`config.mk`:
```
export PLATFORM = sky130hd
export DESIGN_NAME = spr_ctrl
export DESIGN_NICKNAME = d
export VERILOG_FILES = /design/src/spr_pkg.sv /design/src/spr_ctrl.sv
export SDC_FILE = /design/constraint.sdc
export NUM_CORES = 1
export LEC_CHECK = 0
export BUFFER_PORTS_ARGS = -buffer_cell sky130_fd_sc_hd__buf_2
export CAP_MARGIN = 20
export CORE_ASPECT_RATIO = 1.2
export CORE_MARGIN = 10
export CORE_UTILIZATION = 50
export CTS_CLUSTER_DIAMETER = 150
export DETAILED_ROUTE_END_ITERATION = 16
export PLACE_DENSITY = 0.77
export SLEW_MARGIN = 5
export SYNTH_ARGS = -nofsm -noshare
export SYNTH_HDL_FRONTEND = slang
export SYNTH_SLANG_ARGS = --single-unit
```
`constraint.sdc`:
```
create_clock -name sys_clk_i -period 4.2 [get_ports sys_clk_i]
set_input_delay 0.42 -clock sys_clk_i [delete_from_list [all_inputs] [get_ports sys_clk_i]]
set_output_delay 0.42 -clock sys_clk_i [all_outputs]
set_load 0.02 [all_outputs]
```
`src/spr_pkg.sv`:
```
package spr_pkg;

  // Register byte addresses (chosen)
  localparam logic [7:0] SPR_ADDR_SLEEP_CTRL = 8'h00;
  localparam logic [7:0] SPR_ADDR_POWER_RED  = 8'h04;
  localparam logic [7:0] SPR_ADDR_CORE_CTRL  = 8'h08;
  localparam logic [7:0] SPR_ADDR_STATUS     = 8'h0C;

  // Field positions
  localparam int SPR_SLEEP_ARM_BIT   = 0;
  localparam int SPR_MODE_LSB        = 1;
  localparam int SPR_MODE_MSB        = 3;
  localparam int SPR_PWM2_BIT        = 7;
  localparam int SPR_PWMR_BIT        = 5;
  localparam int SPR_TIM1_BIT        = 4;
  localparam int SPR_SPI_BIT         = 2;
  localparam int SPR_ADC_BIT         = 0;
  localparam int SPR_RST_SOFT_DIS_BIT = 3;

  // Writable masks and reset values
  localparam logic [7:0] SPR_SLEEP_MASK  = 8'h0F;
  localparam logic [7:0] SPR_PRR_MASK    = 8'hB5;
  localparam logic [7:0] SPR_CORE_MASK   = 8'h08;
  localparam logic [7:0] SPR_SLEEP_RESET = 8'h00;
  localparam logic [7:0] SPR_PRR_RESET   = 8'h00;
  localparam logic [7:0] SPR_CORE_RESET  = 8'h00;

  // Sleep mode encodings
  localparam logic [2:0] SPR_MODE_IDLE    = 3'h0;
  localparam logic [2:0] SPR_MODE_NOISE   = 3'h1;
  localparam logic [2:0] SPR_MODE_PDOWN   = 3'h2;
  localparam logic [2:0] SPR_MODE_STANDBY = 3'h6;

  // Timing
  localparam int SPR_CLK_HZ        = 20_000_000;
  localparam int SPR_PIN_MIN_NS    = 400;
  localparam int SPR_PIN_MIN_CYC   = (SPR_PIN_MIN_NS * (SPR_CLK_HZ / 1_000_000) + 999) / 1000;
  localparam int SPR_BOD_MIN_US    = 2;
  localparam int SPR_BOD_MIN_CYC   = SPR_BOD_MIN_US * (SPR_CLK_HZ / 1_000_000);
  localparam int SPR_WAKE_STBY_CYC = 6;
  localparam int SPR_TOUT_DEFAULT  = 1024;

  // AHB constants
  localparam logic [1:0] SPR_HTRANS_NONSEQ = 2'h2;

  typedef enum logic [2:0] {
    SPR_RUN, SPR_IDLE_SL, SPR_NOISE_SL, SPR_PDOWN_SL, SPR_STBY_SL, SPR_WAKE
  } spr_state_t;

  // Peripheral clock gates
  typedef struct packed {
    logic pwm_stage_two;
    logic reduced_pwm_stage;
    logic timer_one;
    logic serial_port;
    logic converter;
  } spr_clk_en_t;

endpackage : spr_pkg

```
`src/spr_ctrl.sv`:
```
`timescale 1ns/100ps
`default_nettype none

// Behaviour
// - Mode field decodes idle, noise, powerdown, standby
// - Sleep only when sleep arm set
// - Bit 7 stops pwm stage two clock
// - Bit 5 stops reduced pwm stage clock
// - Bit 4 gates timer one, state kept
// - Bit 2 stops serial port clock
// - Bit 0 stops converter clock
// - Comparator loses converter mux when stopped
// - Any reset loads registers, restarts at vector
// - Ports reset asynchronously on power-on only, other sources synchronised
// - Delay counter stretches reset after release
// - Exactly four reset sources combined
// - Pin disabled by fuse or soft bit
// - Watchdog expiry with enable causes reset
// - Power-on rise delayed, fall immediate
// - Pin low over 400 ns resets
// - Pin release starts delay counter
// - Brown-out asserts after 2 us filter, release delayed
// - Brown-out dips under 2 us ignored
// - Power-down halts all generated clocks
// - Standby wake within six cycles
// - Clearing bit restores clock, state kept
module spr_ctrl
  import spr_pkg::*;
#(
  parameter int TOUT_CYCLES = SPR_TOUT_DEFAULT
)(
  // Clock and reset
  input  wire logic        sys_clk_i,
  input  wire logic        resetn_i,
  // AHB-Lite slave
  input  wire logic        hsel_i,
  input  wire logic [7:0]  haddr_i,
  input  wire logic [1:0]  htrans_i,
  input  wire logic        hwrite_i,
  input  wire logic [2:0]  hsize_i,
  input  wire logic [31:0] hwdata_i,
  input  wire logic        hready_i,
  output logic      [31:0] hrdata_o,
  output logic             hreadyout_o,
  output logic             hresp_o,
  // Core sleep handshake
  input  wire logic        sleep_instr_i,
  input  wire logic        wake_event_i,
  output logic             core_halt_o,
  output logic             io_clk_en_o,
  output logic             osc_run_o,
  // Peripheral clock gates
  output spr_clk_en_t      periph_clk_en_o,
  output logic             comp_mux_allow_o,
  // Reset sources and fuses
  input  wire logic        por_n_i,
  input  wire logic        reset_pin_n_i,
  input  wire logic        wdt_expire_i,
  input  wire logic        wdt_enable_i,
  input  wire logic        bod_low_i,
  input  wire logic        bod_enable_i,
  input  wire logic        reset_pin_fuse_disable_i,
  // Reset outputs
  output logic             io_reset_o,
  output logic             core_reset_o,
  output logic             serial_prog_en_o
);

  typedef struct packed {
    logic [7:0]  sleep_ctl;
    logic [7:0]  power_reduction;
    logic [7:0]  core_ctl;
    spr_state_t  st;
    logic [2:0]  wake_cnt;
    logic        ph_act;
    logic        ph_wr;
    logic [7:0]  ph_addr;
    logic [31:0] rdata;
    logic [1:0]  pin_sync;
    logic [1:0]  bod_sync;
    logic [1:0]  wdt_sync;
    logic [15:0] pin_cnt;
    logic [15:0] bod_cnt;
    logic [31:0] tout_cnt;
    logic        stretch;
  } spr_state_all_t;

  spr_state_all_t s_reg, s_next;
  logic pin_rst, bod_rst, wdt_rst, src_active;

  // Address decode for reads
  function automatic logic [31:0] rd_mux(input logic [7:0] a, input spr_state_all_t s);
    unique case (a)
      SPR_ADDR_SLEEP_CTRL: rd_mux = {24'h00_0000, s.sleep_ctl};
      SPR_ADDR_POWER_RED:  rd_mux = {24'h00_0000, s.power_reduction};
      SPR_ADDR_CORE_CTRL:  rd_mux = {24'h00_0000, s.core_ctl};
      SPR_ADDR_STATUS:     rd_mux = {28'h000_0000, s.stretch, s.st};
      default:             rd_mux = 32'h0000_0000;
    endcase
  endfunction : rd_mux

  // Qualified reset sources, asynchronous paths act on io_reset_o
  assign pin_rst = !s_reg.core_ctl[SPR_RST_SOFT_DIS_BIT] && !reset_pin_fuse_disable_i
                   && (s_reg.pin_cnt >= 16'(SPR_PIN_MIN_CYC));
  assign bod_rst = bod_enable_i && (s_reg.bod_cnt >= 16'(SPR_BOD_MIN_CYC));
  assign wdt_rst = s_reg.wdt_sync[1] && wdt_enable_i;
  assign src_active = !por_n_i || pin_rst || bod_rst || wdt_rst;

  // Next-state logic
  always_comb
  begin
    s_next = s_reg;
    s_next.pin_sync = {s_reg.pin_sync[0], ~reset_pin_n_i};
    s_next.bod_sync = {s_reg.bod_sync[0], bod_low_i};
    s_next.wdt_sync = {s_reg.wdt_sync[0], wdt_expire_i};
    // Pulse-width filters
    if (!s_reg.pin_sync[1])
      s_next.pin_cnt = 16'h0000;
    else if (s_reg.pin_cnt != 16'hFFFF)
      s_next.pin_cnt = s_reg.pin_cnt + 16'h0001;
    if (!s_reg.bod_sync[1])
      s_next.bod_cnt = 16'h0000;
    else if (s_reg.bod_cnt != 16'hFFFF)
      s_next.bod_cnt = s_reg.bod_cnt + 16'h0001;
    // Reset stretch counter
    if (src_active)
    begin
      s_next.stretch  = 1'b1;
      s_next.tout_cnt = 32'h0000_0000;
    end
    else if (s_reg.stretch)
    begin
      if (s_reg.tout_cnt >= 32'(TOUT_CYCLES - 1))
        s_next.stretch = 1'b0;
      else
        s_next.tout_cnt = s_reg.tout_cnt + 32'h0000_0001;
    end
    // AHB data phase
    s_next.rdata = 32'h0000_0000;
    s_next.ph_act = hsel_i && hready_i && htrans_i[1];
    s_next.ph_wr = hwrite_i;
    s_next.ph_addr = haddr_i;
    if (s_reg.ph_act && s_reg.ph_wr)
    begin
      unique case (s_reg.ph_addr)
        SPR_ADDR_SLEEP_CTRL: s_next.sleep_ctl = hwdata_i[7:0] & SPR_SLEEP_MASK;
        SPR_ADDR_POWER_RED:  s_next.power_reduction = hwdata_i[7:0] & SPR_PRR_MASK;
        SPR_ADDR_CORE_CTRL:  s_next.core_ctl = hwdata_i[7:0] & SPR_CORE_MASK;
        default:             s_next.power_reduction = s_next.power_reduction;
      endcase
    end
    if (hsel_i && hready_i && htrans_i[1] && !hwrite_i)
      s_next.rdata = rd_mux(haddr_i, s_reg);
    // Sleep sequencer
    unique case (s_reg.st)
      SPR_RUN:
        if (sleep_instr_i && s_reg.sleep_ctl[SPR_SLEEP_ARM_BIT])
        begin
          unique case (s_reg.sleep_ctl[SPR_MODE_MSB:SPR_MODE_LSB])
            SPR_MODE_IDLE:    s_next.st = SPR_IDLE_SL;
            SPR_MODE_NOISE:   s_next.st = SPR_NOISE_SL;
            SPR_MODE_PDOWN:   s_next.st = SPR_PDOWN_SL;
            SPR_MODE_STANDBY: s_next.st = SPR_STBY_SL;
            default:          s_next.st = SPR_RUN;
          endcase
        end
      SPR_IDLE_SL, SPR_NOISE_SL, SPR_PDOWN_SL:
        if (wake_event_i)
          s_next.st = SPR_RUN;
      SPR_STBY_SL:
        if (wake_event_i)
        begin
          s_next.st = SPR_WAKE;
          s_next.wake_cnt = 3'h0;
        end
      SPR_WAKE:
        if (s_reg.wake_cnt >= 3'(SPR_WAKE_STBY_CYC - 2))
          s_next.st = SPR_RUN;
        else
          s_next.wake_cnt = s_reg.wake_cnt + 3'h1;
      default: s_next.st = SPR_RUN;
    endcase
    // Any reset reloads control registers and sleep state
    if (!resetn_i || src_active || s_reg.stretch)
    begin
      s_next.sleep_ctl = SPR_SLEEP_RESET;
      s_next.power_reduction       = SPR_PRR_RESET;
      s_next.core_ctl  = SPR_CORE_RESET;
      s_next.st        = SPR_RUN;
      s_next.wake_cnt  = 3'h0;
    end
    if (!resetn_i)
    begin
      s_next.ph_act   = 1'b0;
      s_next.rdata    = 32'h0000_0000;
      s_next.pin_sync = 2'h0;
      s_next.bod_sync = 2'h0;
      s_next.wdt_sync = 2'h0;
      s_next.pin_cnt  = 16'h0000;
      s_next.bod_cnt  = 16'h0000;
      s_next.tout_cnt = 32'h0000_0000;
      s_next.stretch  = 1'b1;
    end
  end

  // State register
  always_ff @(posedge sys_clk_i)
  begin
    s_reg <= s_next;
  end

  // Bus answer: zero wait, always OKAY
  assign hrdata_o    = s_reg.rdata;
  assign hreadyout_o = 1'b1;
  assign hresp_o     = 1'b0;

  // Reset outputs; ports react combinationally to power-on, other sources registered
  assign io_reset_o       = src_active || !por_n_i || s_reg.stretch;
  assign core_reset_o     = s_reg.stretch;
  assign serial_prog_en_o = !reset_pin_fuse_disable_i;

  // Clock control per sleep state
  assign core_halt_o = (s_reg.st != SPR_RUN);
  assign io_clk_en_o = (s_reg.st == SPR_RUN) || (s_reg.st == SPR_IDLE_SL);
  assign osc_run_o   = (s_reg.st != SPR_PDOWN_SL);

  // Peripheral gates; register content held, so state kept
  always_comb
  begin
    periph_clk_en_o.pwm_stage_two     = io_clk_en_o && !s_reg.power_reduction[SPR_PWM2_BIT];
    periph_clk_en_o.reduced_pwm_stage = io_clk_en_o && !s_reg.power_reduction[SPR_PWMR_BIT];
    periph_clk_en_o.timer_one         = io_clk_en_o && !s_reg.power_reduction[SPR_TIM1_BIT];
    periph_clk_en_o.serial_port       = io_clk_en_o && !s_reg.power_reduction[SPR_SPI_BIT];
    periph_clk_en_o.converter         = (s_reg.st != SPR_PDOWN_SL) && (s_reg.st != SPR_STBY_SL)
                                        && !s_reg.power_reduction[SPR_ADC_BIT];
  end

  assign comp_mux_allow_o = !s_reg.power_reduction[SPR_ADC_BIT];

endmodule : spr_ctrl

`default_nettype wire

```
==> impl_metrics.ini, run 1 <==
[run_status]
status = completed

[layout]
post_layout_nonfiller_instances = 645
finish.net_count = 588
post-route-cell-area_um2 = 4870
largest_register_ff_count = 96
diodes = 0
final_layout_size_suffix_gt1_share_pct = 14.02
area_delta_synth_final_pct = 7.692

[power]
netSwitchingFraction_pct = 21.36
ir_worst_vdd_mv = 0.1368
cell_internal_pwr_mw = 1.321
power_per_cell_area_nw_per_um2 = 345.0
clock_power_share_pct = 36.8
p_switching_uw = 358.8
design_power_total_mw = 1.680
power.share.sequential_pct = 59.4
cellLeakagePower_nw = 1.832
combPwrFrac_pct = 3.7

[routing]
drt_first_iter_violations = 200
route.detailed.drc = 0
detail_route.vias_per_cell = 5.279
drt.antenna.violating_nets = 0
num_vias = 3405
detail_route.wirelength_mm = 8.576
route.detailed.wl_per_inst_um = 13.30
dr.pass1.iters = 4

[worst_setup_path]
cell_type_of_the_slowest_stage_on_the_worst_timing_path = sky130_fd_sc_hd__a2111oi_4
critical_path_required_ns = 4.48
timing.critical_path.to_type = flop
crit_path_cell_trace = nor4_1, a41oi_1, a2111oi_4, nand2b_1, a21oi_1
startpoint_type_of_the_worst_setup_path = flop
max_stage_delay_ns = 0.85
critPathTopFamily = compound AO/OA/AOI/OAI gates
cp.arrival_ns = 3.04
register_to_register_setup_slack_ns = 1.44
crit_path_max_fanout = 24
crit_type = reg -> reg
critical_path_buf_inv_count = 0

[die]
dieWidth_um = 106.8
die_area_um2 = 13260
ios = 105
core_region_area_um2 = 8703
row_count = 37
die_height_um = 124.2
floorplan.initialDensity_pct = 51.96

[timing]
worstMarginPinSlew_ns = 0.9948
report.final.setup_viol = 0
final_hold_viols = 0
timing.clock.skew_ns = 0.005685
rsz0062_at_grt = no
finalWorstPathRequiredPeriod_ns = 2.764
setup_tns_final_ns = 0
timing.slew.headroom_pct = 33.17
achievable-frequency_mhz = 361.9
finalHoldWorstSlack_ns = 0.1758
finalMaxSlewViolations = 0
period_share_pct = 65.80

[clocking]
cts_hold_buf = 0
clk_latency_ns = 0.36
cts_repair_resize_count = 0
cts-buffers-inserted = 9
cts.sinks = 104
cts_setup_buffers = 0
cts.root.buffer_cell = sky130_fd_sc_hd__clkbuf_8
tritoncts_clock_tree = yes
cts_max_path_buffers = 2
clk_pin_slew_worst_paths_ns = 0.09
clock_tree.htree_level_count = 3

[synth]
synth_edf_count = 0
synth_top_cells_by_area = sky130_fd_sc_hd__dfxtp_1 (46%), sky130_fd_sc_hd__buf_4 (5.6%), sky130_fd_sc_hd__nor2_1 (5.2%)
ys_seq_area_share_pct = 46.04
synth_warnings = 0
synth_seq_cells = 104
synth.avg_cell_area_um2 = 9.172
ys_dominant_reg_cell = sky130_fd_sc_hd__dfxtp_1
async_reset_ff_share_pct = 0
postSynthCellCount = 493
yosysUniqueCellTypes = 49
mappedNetlistArea_um2 = 4522
synth_area_leader_cell = sky130_fd_sc_hd__dfxtp_1
yosys.area.top_type_share_pct = 46.04

[global_routing]
grt-ovfl-total = 0
grt_pass1_wl_mm = 14.52
antenna_found_initial = 0
grt_start_max_net_pins = 25
grtUsageTotal_pct = 13.07
first_global_vias = 3227

[place]
gpl.final_weighted_congestion = 0.8119
placedInstanceArea_um2 = 4669
place.detailed.hpwl_mm = 6.382
placed_cells_incl_taps = 629
io_buffers = 48

[flow_run]
drv.max_cap_violation_count = 0

[hold_path]
hold_path.class = in -> reg
## cells in the final DEF (no fill, tap or decap), types with 2 or more instances in the layout
cell / count
sky130_fd_sc_hd__o2111ai_1: 4
sky130_fd_sc_hd__xnor2_1: 11
sky130_fd_sc_hd__mux2i_1: 17
sky130_fd_sc_hd__nand2b_1: 3
sky130_fd_sc_hd__conb_1: 27
sky130_fd_sc_hd__nand4_1: 9
sky130_fd_sc_hd__nand2_1: 26
sky130_fd_sc_hd__o31ai_1: 3
sky130_fd_sc_hd__o21ai_0: 10
sky130_fd_sc_hd__a21oi_1: 18
sky130_fd_sc_hd__a31oi_1: 5
sky130_fd_sc_hd__a211oi_1: 5
sky130_fd_sc_hd__o211ai_1: 3
sky130_fd_sc_hd__nor3_1: 15
sky130_fd_sc_hd__nor4_1: 10
sky130_fd_sc_hd__xor2_1: 9
sky130_fd_sc_hd__nand3b_1: 5
sky130_fd_sc_hd__and2_1: 32
sky130_fd_sc_hd__nor3b_1: 3
sky130_fd_sc_hd__or3_1: 2
sky130_fd_sc_hd__o41ai_1: 2
sky130_fd_sc_hd__dfxtp_1: 104
sky130_fd_sc_hd__clkbuf_1: 3
sky130_fd_sc_hd__nand3_1: 16
sky130_fd_sc_hd__and4_1: 8
sky130_fd_sc_hd__ha_1: 6
sky130_fd_sc_hd__o21bai_1: 2
sky130_fd_sc_hd__a22oi_1: 3
sky130_fd_sc_hd__nor4_2: 3
sky130_fd_sc_hd__buf_2: 48
sky130_fd_sc_hd__nor4b_2: 2
sky130_fd_sc_hd__inv_1: 11
sky130_fd_sc_hd__or4_1: 4
sky130_fd_sc_hd__mux2_2: 3
sky130_fd_sc_hd__or4b_1: 2
sky130_fd_sc_hd__nor2_1: 63
sky130_fd_sc_hd__and3_1: 7
sky130_fd_sc_hd__clkbuf_8: 11
## power groups by stage
stage / Clock [mW] / Sequential (mW) / Combinational [mW]
floorplan: 0 / 1.02 / 0.0619
global placement: 0 / 1.02 / 0.0609
detailed placement: 0 / 1.02 / 0.0617
finish: 0.619 / 0.998 / 0.0627
global route: 0.670 / 1.00 / 0.0705
CTS: 0.638 / 0.999 / 0.0619
## cell usage after synthesis, types with 11 or more instances
| cell type | count |
|---|---|
| sky130_fd_sc_hd__a21oi_1 | 18 |
| sky130_fd_sc_hd__and2_1 | 32 |
| sky130_fd_sc_hd__buf_4 | 34 |
| sky130_fd_sc_hd__clkbuf_1 | 18 |
| sky130_fd_sc_hd__dfxtp_1 | 104 |
| sky130_fd_sc_hd__inv_1 | 11 |
| sky130_fd_sc_hd__mux2i_1 | 17 |
| sky130_fd_sc_hd__nand2_1 | 26 |
| sky130_fd_sc_hd__nand3_1 | 16 |
| sky130_fd_sc_hd__nor2_1 | 63 |
| sky130_fd_sc_hd__nor3_1 | 15 |
| sky130_fd_sc_hd__xnor2_1 | 11 |
## per-stage QoR
| stage | utilization [%] | worst slack (ns) |
|---|---|---|
| final | 55.95 | 1.436 |
| after global routing | 55.95 | 1.019 |
| after CTS | 55.95 | 1.379 |
| after detailed placement | 53.65 | 1.408 |
| after global placement | 53.65 | 1.494 |
| after floorplan | - | 2.230 |
## layer usage
layer,global-route usage [%],vias to the layer above,wire [um]
met1,15.08,1585,3809
li1,-,1718,-
met2,21.54,90,3979
met4,6.695,0,161
met3,4.031,12,626
met5,0,-,0
## cells by family (layout without fill, tap and decap cells)
logic type	Yosys count	in the layout	share of synthesized area, %
other	2	27	0.1661
buffers and inverters	65	75	8.273
flip-flops	104	104	46.04
AO/OA/AOI/OAI	62	62	9.463
XOR/XNOR	20	20	3.874
adder cells (fa/ha/maj)	6	6	1.660
multiplexers	20	20	4.510
AND/OR/NAND/NOR	214	214	26.01
## cell type report
class | count | area, um^2
inverters | 11 | 41.29
multi-input cells | 349 | 2160
clock buffers | 14 | 162.7
well taps | 117 | 146.4
repair buffers | 48 | 240.2
clock inverters | 2 | 37.54
flip-flops and latches | 104 | 2082
fillers | 758 | 3834
## worst paths after layout
path / from / to / cells past startpoint
hold / removal: hwrite_i / s_reg[111]$_DFF_P_ / 1
setup / recovery: s_reg[40]$_SDFFE_PN0P_ / s_reg[114]$_SDFFE_PP0P_ / 5
setup reg to reg: s_reg[40]$_SDFFE_PN0P_ / s_reg[114]$_SDFFE_PP0P_ / 5
hold reg to reg: s_reg[65]$_SDFF_PN0_ / s_reg[66]$_SDFF_PN0_ / 1
Note: power is estimated with default switching activity, not from simulation.
==> inputs of run 2 (changes only) <==
CORE_UTILIZATION = 48   (was 50)
clock period = 2.38 ns   (was 4.2 ns; I/O delays follow)
==> impl_metrics.ini, run 2 (synthesis gave the netlist of run 1 again) <==
[clocking]
clock_tree.htree_level_count = 3
cts_max_path_buffers = 2
cts.root.buffer_cell = sky130_fd_sc_hd__clkbuf_8
clk_latency_ns = 0.37
clk_pin_slew_worst_paths_ns = 0.10
tritoncts_clock_tree = yes
cts-buffers-inserted = 9
cts.sinks = 104

[worst_setup_path]
register_to_register_setup_slack_ns = 0.21
critical_path_required_ns = 2.14
crit_path_cell_trace = nor4_1, nand4_1, buf_4, a211oi_2, nand2b_1, buf_2
startpoint_type_of_the_worst_setup_path = flop
r2r_cells = 6
crit_path_max_fanout = 6
critical_path_buf_inv_count = 2
reg2reg_to = s_reg[114]$_SDFFE_PP0P_
cell_type_of_the_slowest_stage_on_the_worst_timing_path = sky130_fd_sc_hd__nor4_1
max_stage_delay_ns = 0.44
cp.arrival_ns = 2.07
crit_type = reg -> out
timing.critical_path.from = s_reg[52]$_SDFFE_PN0P_
critPathTopFamily = simple AND/OR/NAND/NOR gates
timing.rr.start = s_reg[52]$_SDFFE_PN0P_
timing.critical_path.to_type = output pin

[die]
die_area_um2 = 13720
die_height_um = 126.3
dieWidth_um = 108.6
ios = 105
floorplan.initialDensity_pct = 49.53
row_count = 38
core_region_area_um2 = 9129

[hold_path]
hold_depth = 2
hold_path.class = in -> reg
hold_path.startpoint = reset_pin_n_i
whs_endpoint = s_reg[69]$_SDFF_PN0_

[power]
ir_worst_vdd_mv = 0.2498
power_per_cell_area_nw_per_um2 = 587.6
cellLeakagePower_nw = 1.878
design_power_total_mw = 2.921

[routing]
detail_route.vias_per_cell = 5.193
route.detailed.drc = 0
route.detailed.wl_per_inst_um = 13.56
detail_route.wirelength_mm = 8.938
drt.antenna.violating_nets = 0
num_vias = 3422
dr.pass1.iters = 5
drt_first_iter_violations = 163

[timing]
period_share_pct = 97.04
worstMarginPinSlew_ns = 0.5614
report.final.setup_viol = 0
timing.clock.skew_ns = 0.01214
achievable-frequency_mhz = 433.0
finalWorstPathRequiredPeriod_ns = 2.309
finalMaxSlewViolations = 0
timing.slew.headroom_pct = 62.08
final_hold_viols = 0

[layout]
finish.net_count = 599
diodes = 0
final.fill_count = 804
final_layout_size_suffix_gt1_share_pct = 15.21
largest_register_ff_count = 96
post_layout_nonfiller_instances = 659
area_delta_synth_final_pct = 9.934
layout.cells.most_common = sky130_fd_sc_hd__dfxtp_1
final_cell_mix = sky130_fd_sc_hd__dfxtp_1 (104), sky130_fd_sc_hd__nor2_1 (63), sky130_fd_sc_hd__buf_2 (48), sky130_fd_sc_hd__and2_1 (32), sky130_fd_sc_hd__conb_1 (27)

[place]
place.detailed.hpwl_mm = 6.358
placed_cells_incl_taps = 635
io_buffers = 48
gpl.final_weighted_congestion = 0.8462

[flow_run]
drv.max_cap_violation_count = 0

[global_routing]
antenna_found_initial = 0
grtUsageTotal_pct = 12.82
grt-ovfl-total = 0
grt_pass1_wl_mm = 14.68
grt_start_max_net_pins = 24
first_global_vias = 3292

[run_status]
status = completed
[run 2: final cells by class]
cell class / count / area, um^2 / share of cell area, %
Clock buffer: 11 / 151.4 / 3.046
Clock inverter: 5 / 41.29 / 0.8306
Tap cell: 120 / 150.1 / 3.020
Inverter: 11 / 41.29 / 0.8306
Multi-Input combinational cell: 349 / 2165 / 43.54
Timing Repair Buffer: 59 / 340.3 / 6.846
Sequential cell: 104 / 2082 / 41.88
[run 2: worst max-delay path by stage]
stage	endpoint	slack [ns]	cells past startpoint
floorplan	s_reg[4]$_SDFFE_PP0P_	0.41	6
global placement	s_reg[114]$_SDFFE_PP0P_	0.37	5
detailed placement	s_reg[10]$_SDFFE_PP0P_	0.28	5
CTS	io_reset_o	0.1	5
global route	io_reset_o	-0.13	6
finish	io_reset_o	0.07	6
[run 2: layer usage]
metal	up-vias	GRT usage [%]	routed length, um
li1	1755	-	-
met1	1572	15.00	3879
met2	77	20.77	4266
met3	18	3.090	537
met4	0	7.537	254
met5	-	0	0
[run 2: power by group]
group	switching [mW]	leakage [nW]	internal, mW	total, mW
Sequential	0.00829	0.843	1.75	1.76
Clock	0.591	0.0917	0.443	1.03
Combinational	0.0837	0.943	0.0405	0.124
[run 2: stage by stage]
step	TNS [ns]	hold slack [ns]	utilization [%]	setup slack, ns	cell area, um^2
after CTS	0	0.002097	54.37	0.09628	4964
final	0	0.02299	54.45	0.07052	4971
after global routing	-0.1726	0.02294	54.45	-0.1291	4971
after global placement	0	0.3583	51.44	0.3653	4696
after detailed placement	0	0.3643	51.44	0.2822	4696
after floorplan	0	0.2657	-	0.4102	4616
[run 2: worst register-to-register path, cell delays in order (launching register included)]
cell	delay, ns
sky130_fd_sc_hd__dfxtp_1	0.37
sky130_fd_sc_hd__nor4_1	0.44
sky130_fd_sc_hd__nand4_1	0.17
sky130_fd_sc_hd__buf_4	0.20
sky130_fd_sc_hd__a2111oi_4	0.32
sky130_fd_sc_hd__nand2b_1	0.37
sky130_fd_sc_hd__a21oi_1	0.23
[run 2: what timing repair did]
item / in CTS / in global routing
hold buffers: 7 / 0
endpoints found under the hold margin: 7 / 0
pin swaps: 0 / 1
endpoints found under the setup margin: 1 / 1
setup buffers: 0 / 1
resized for setup: 1 / 0
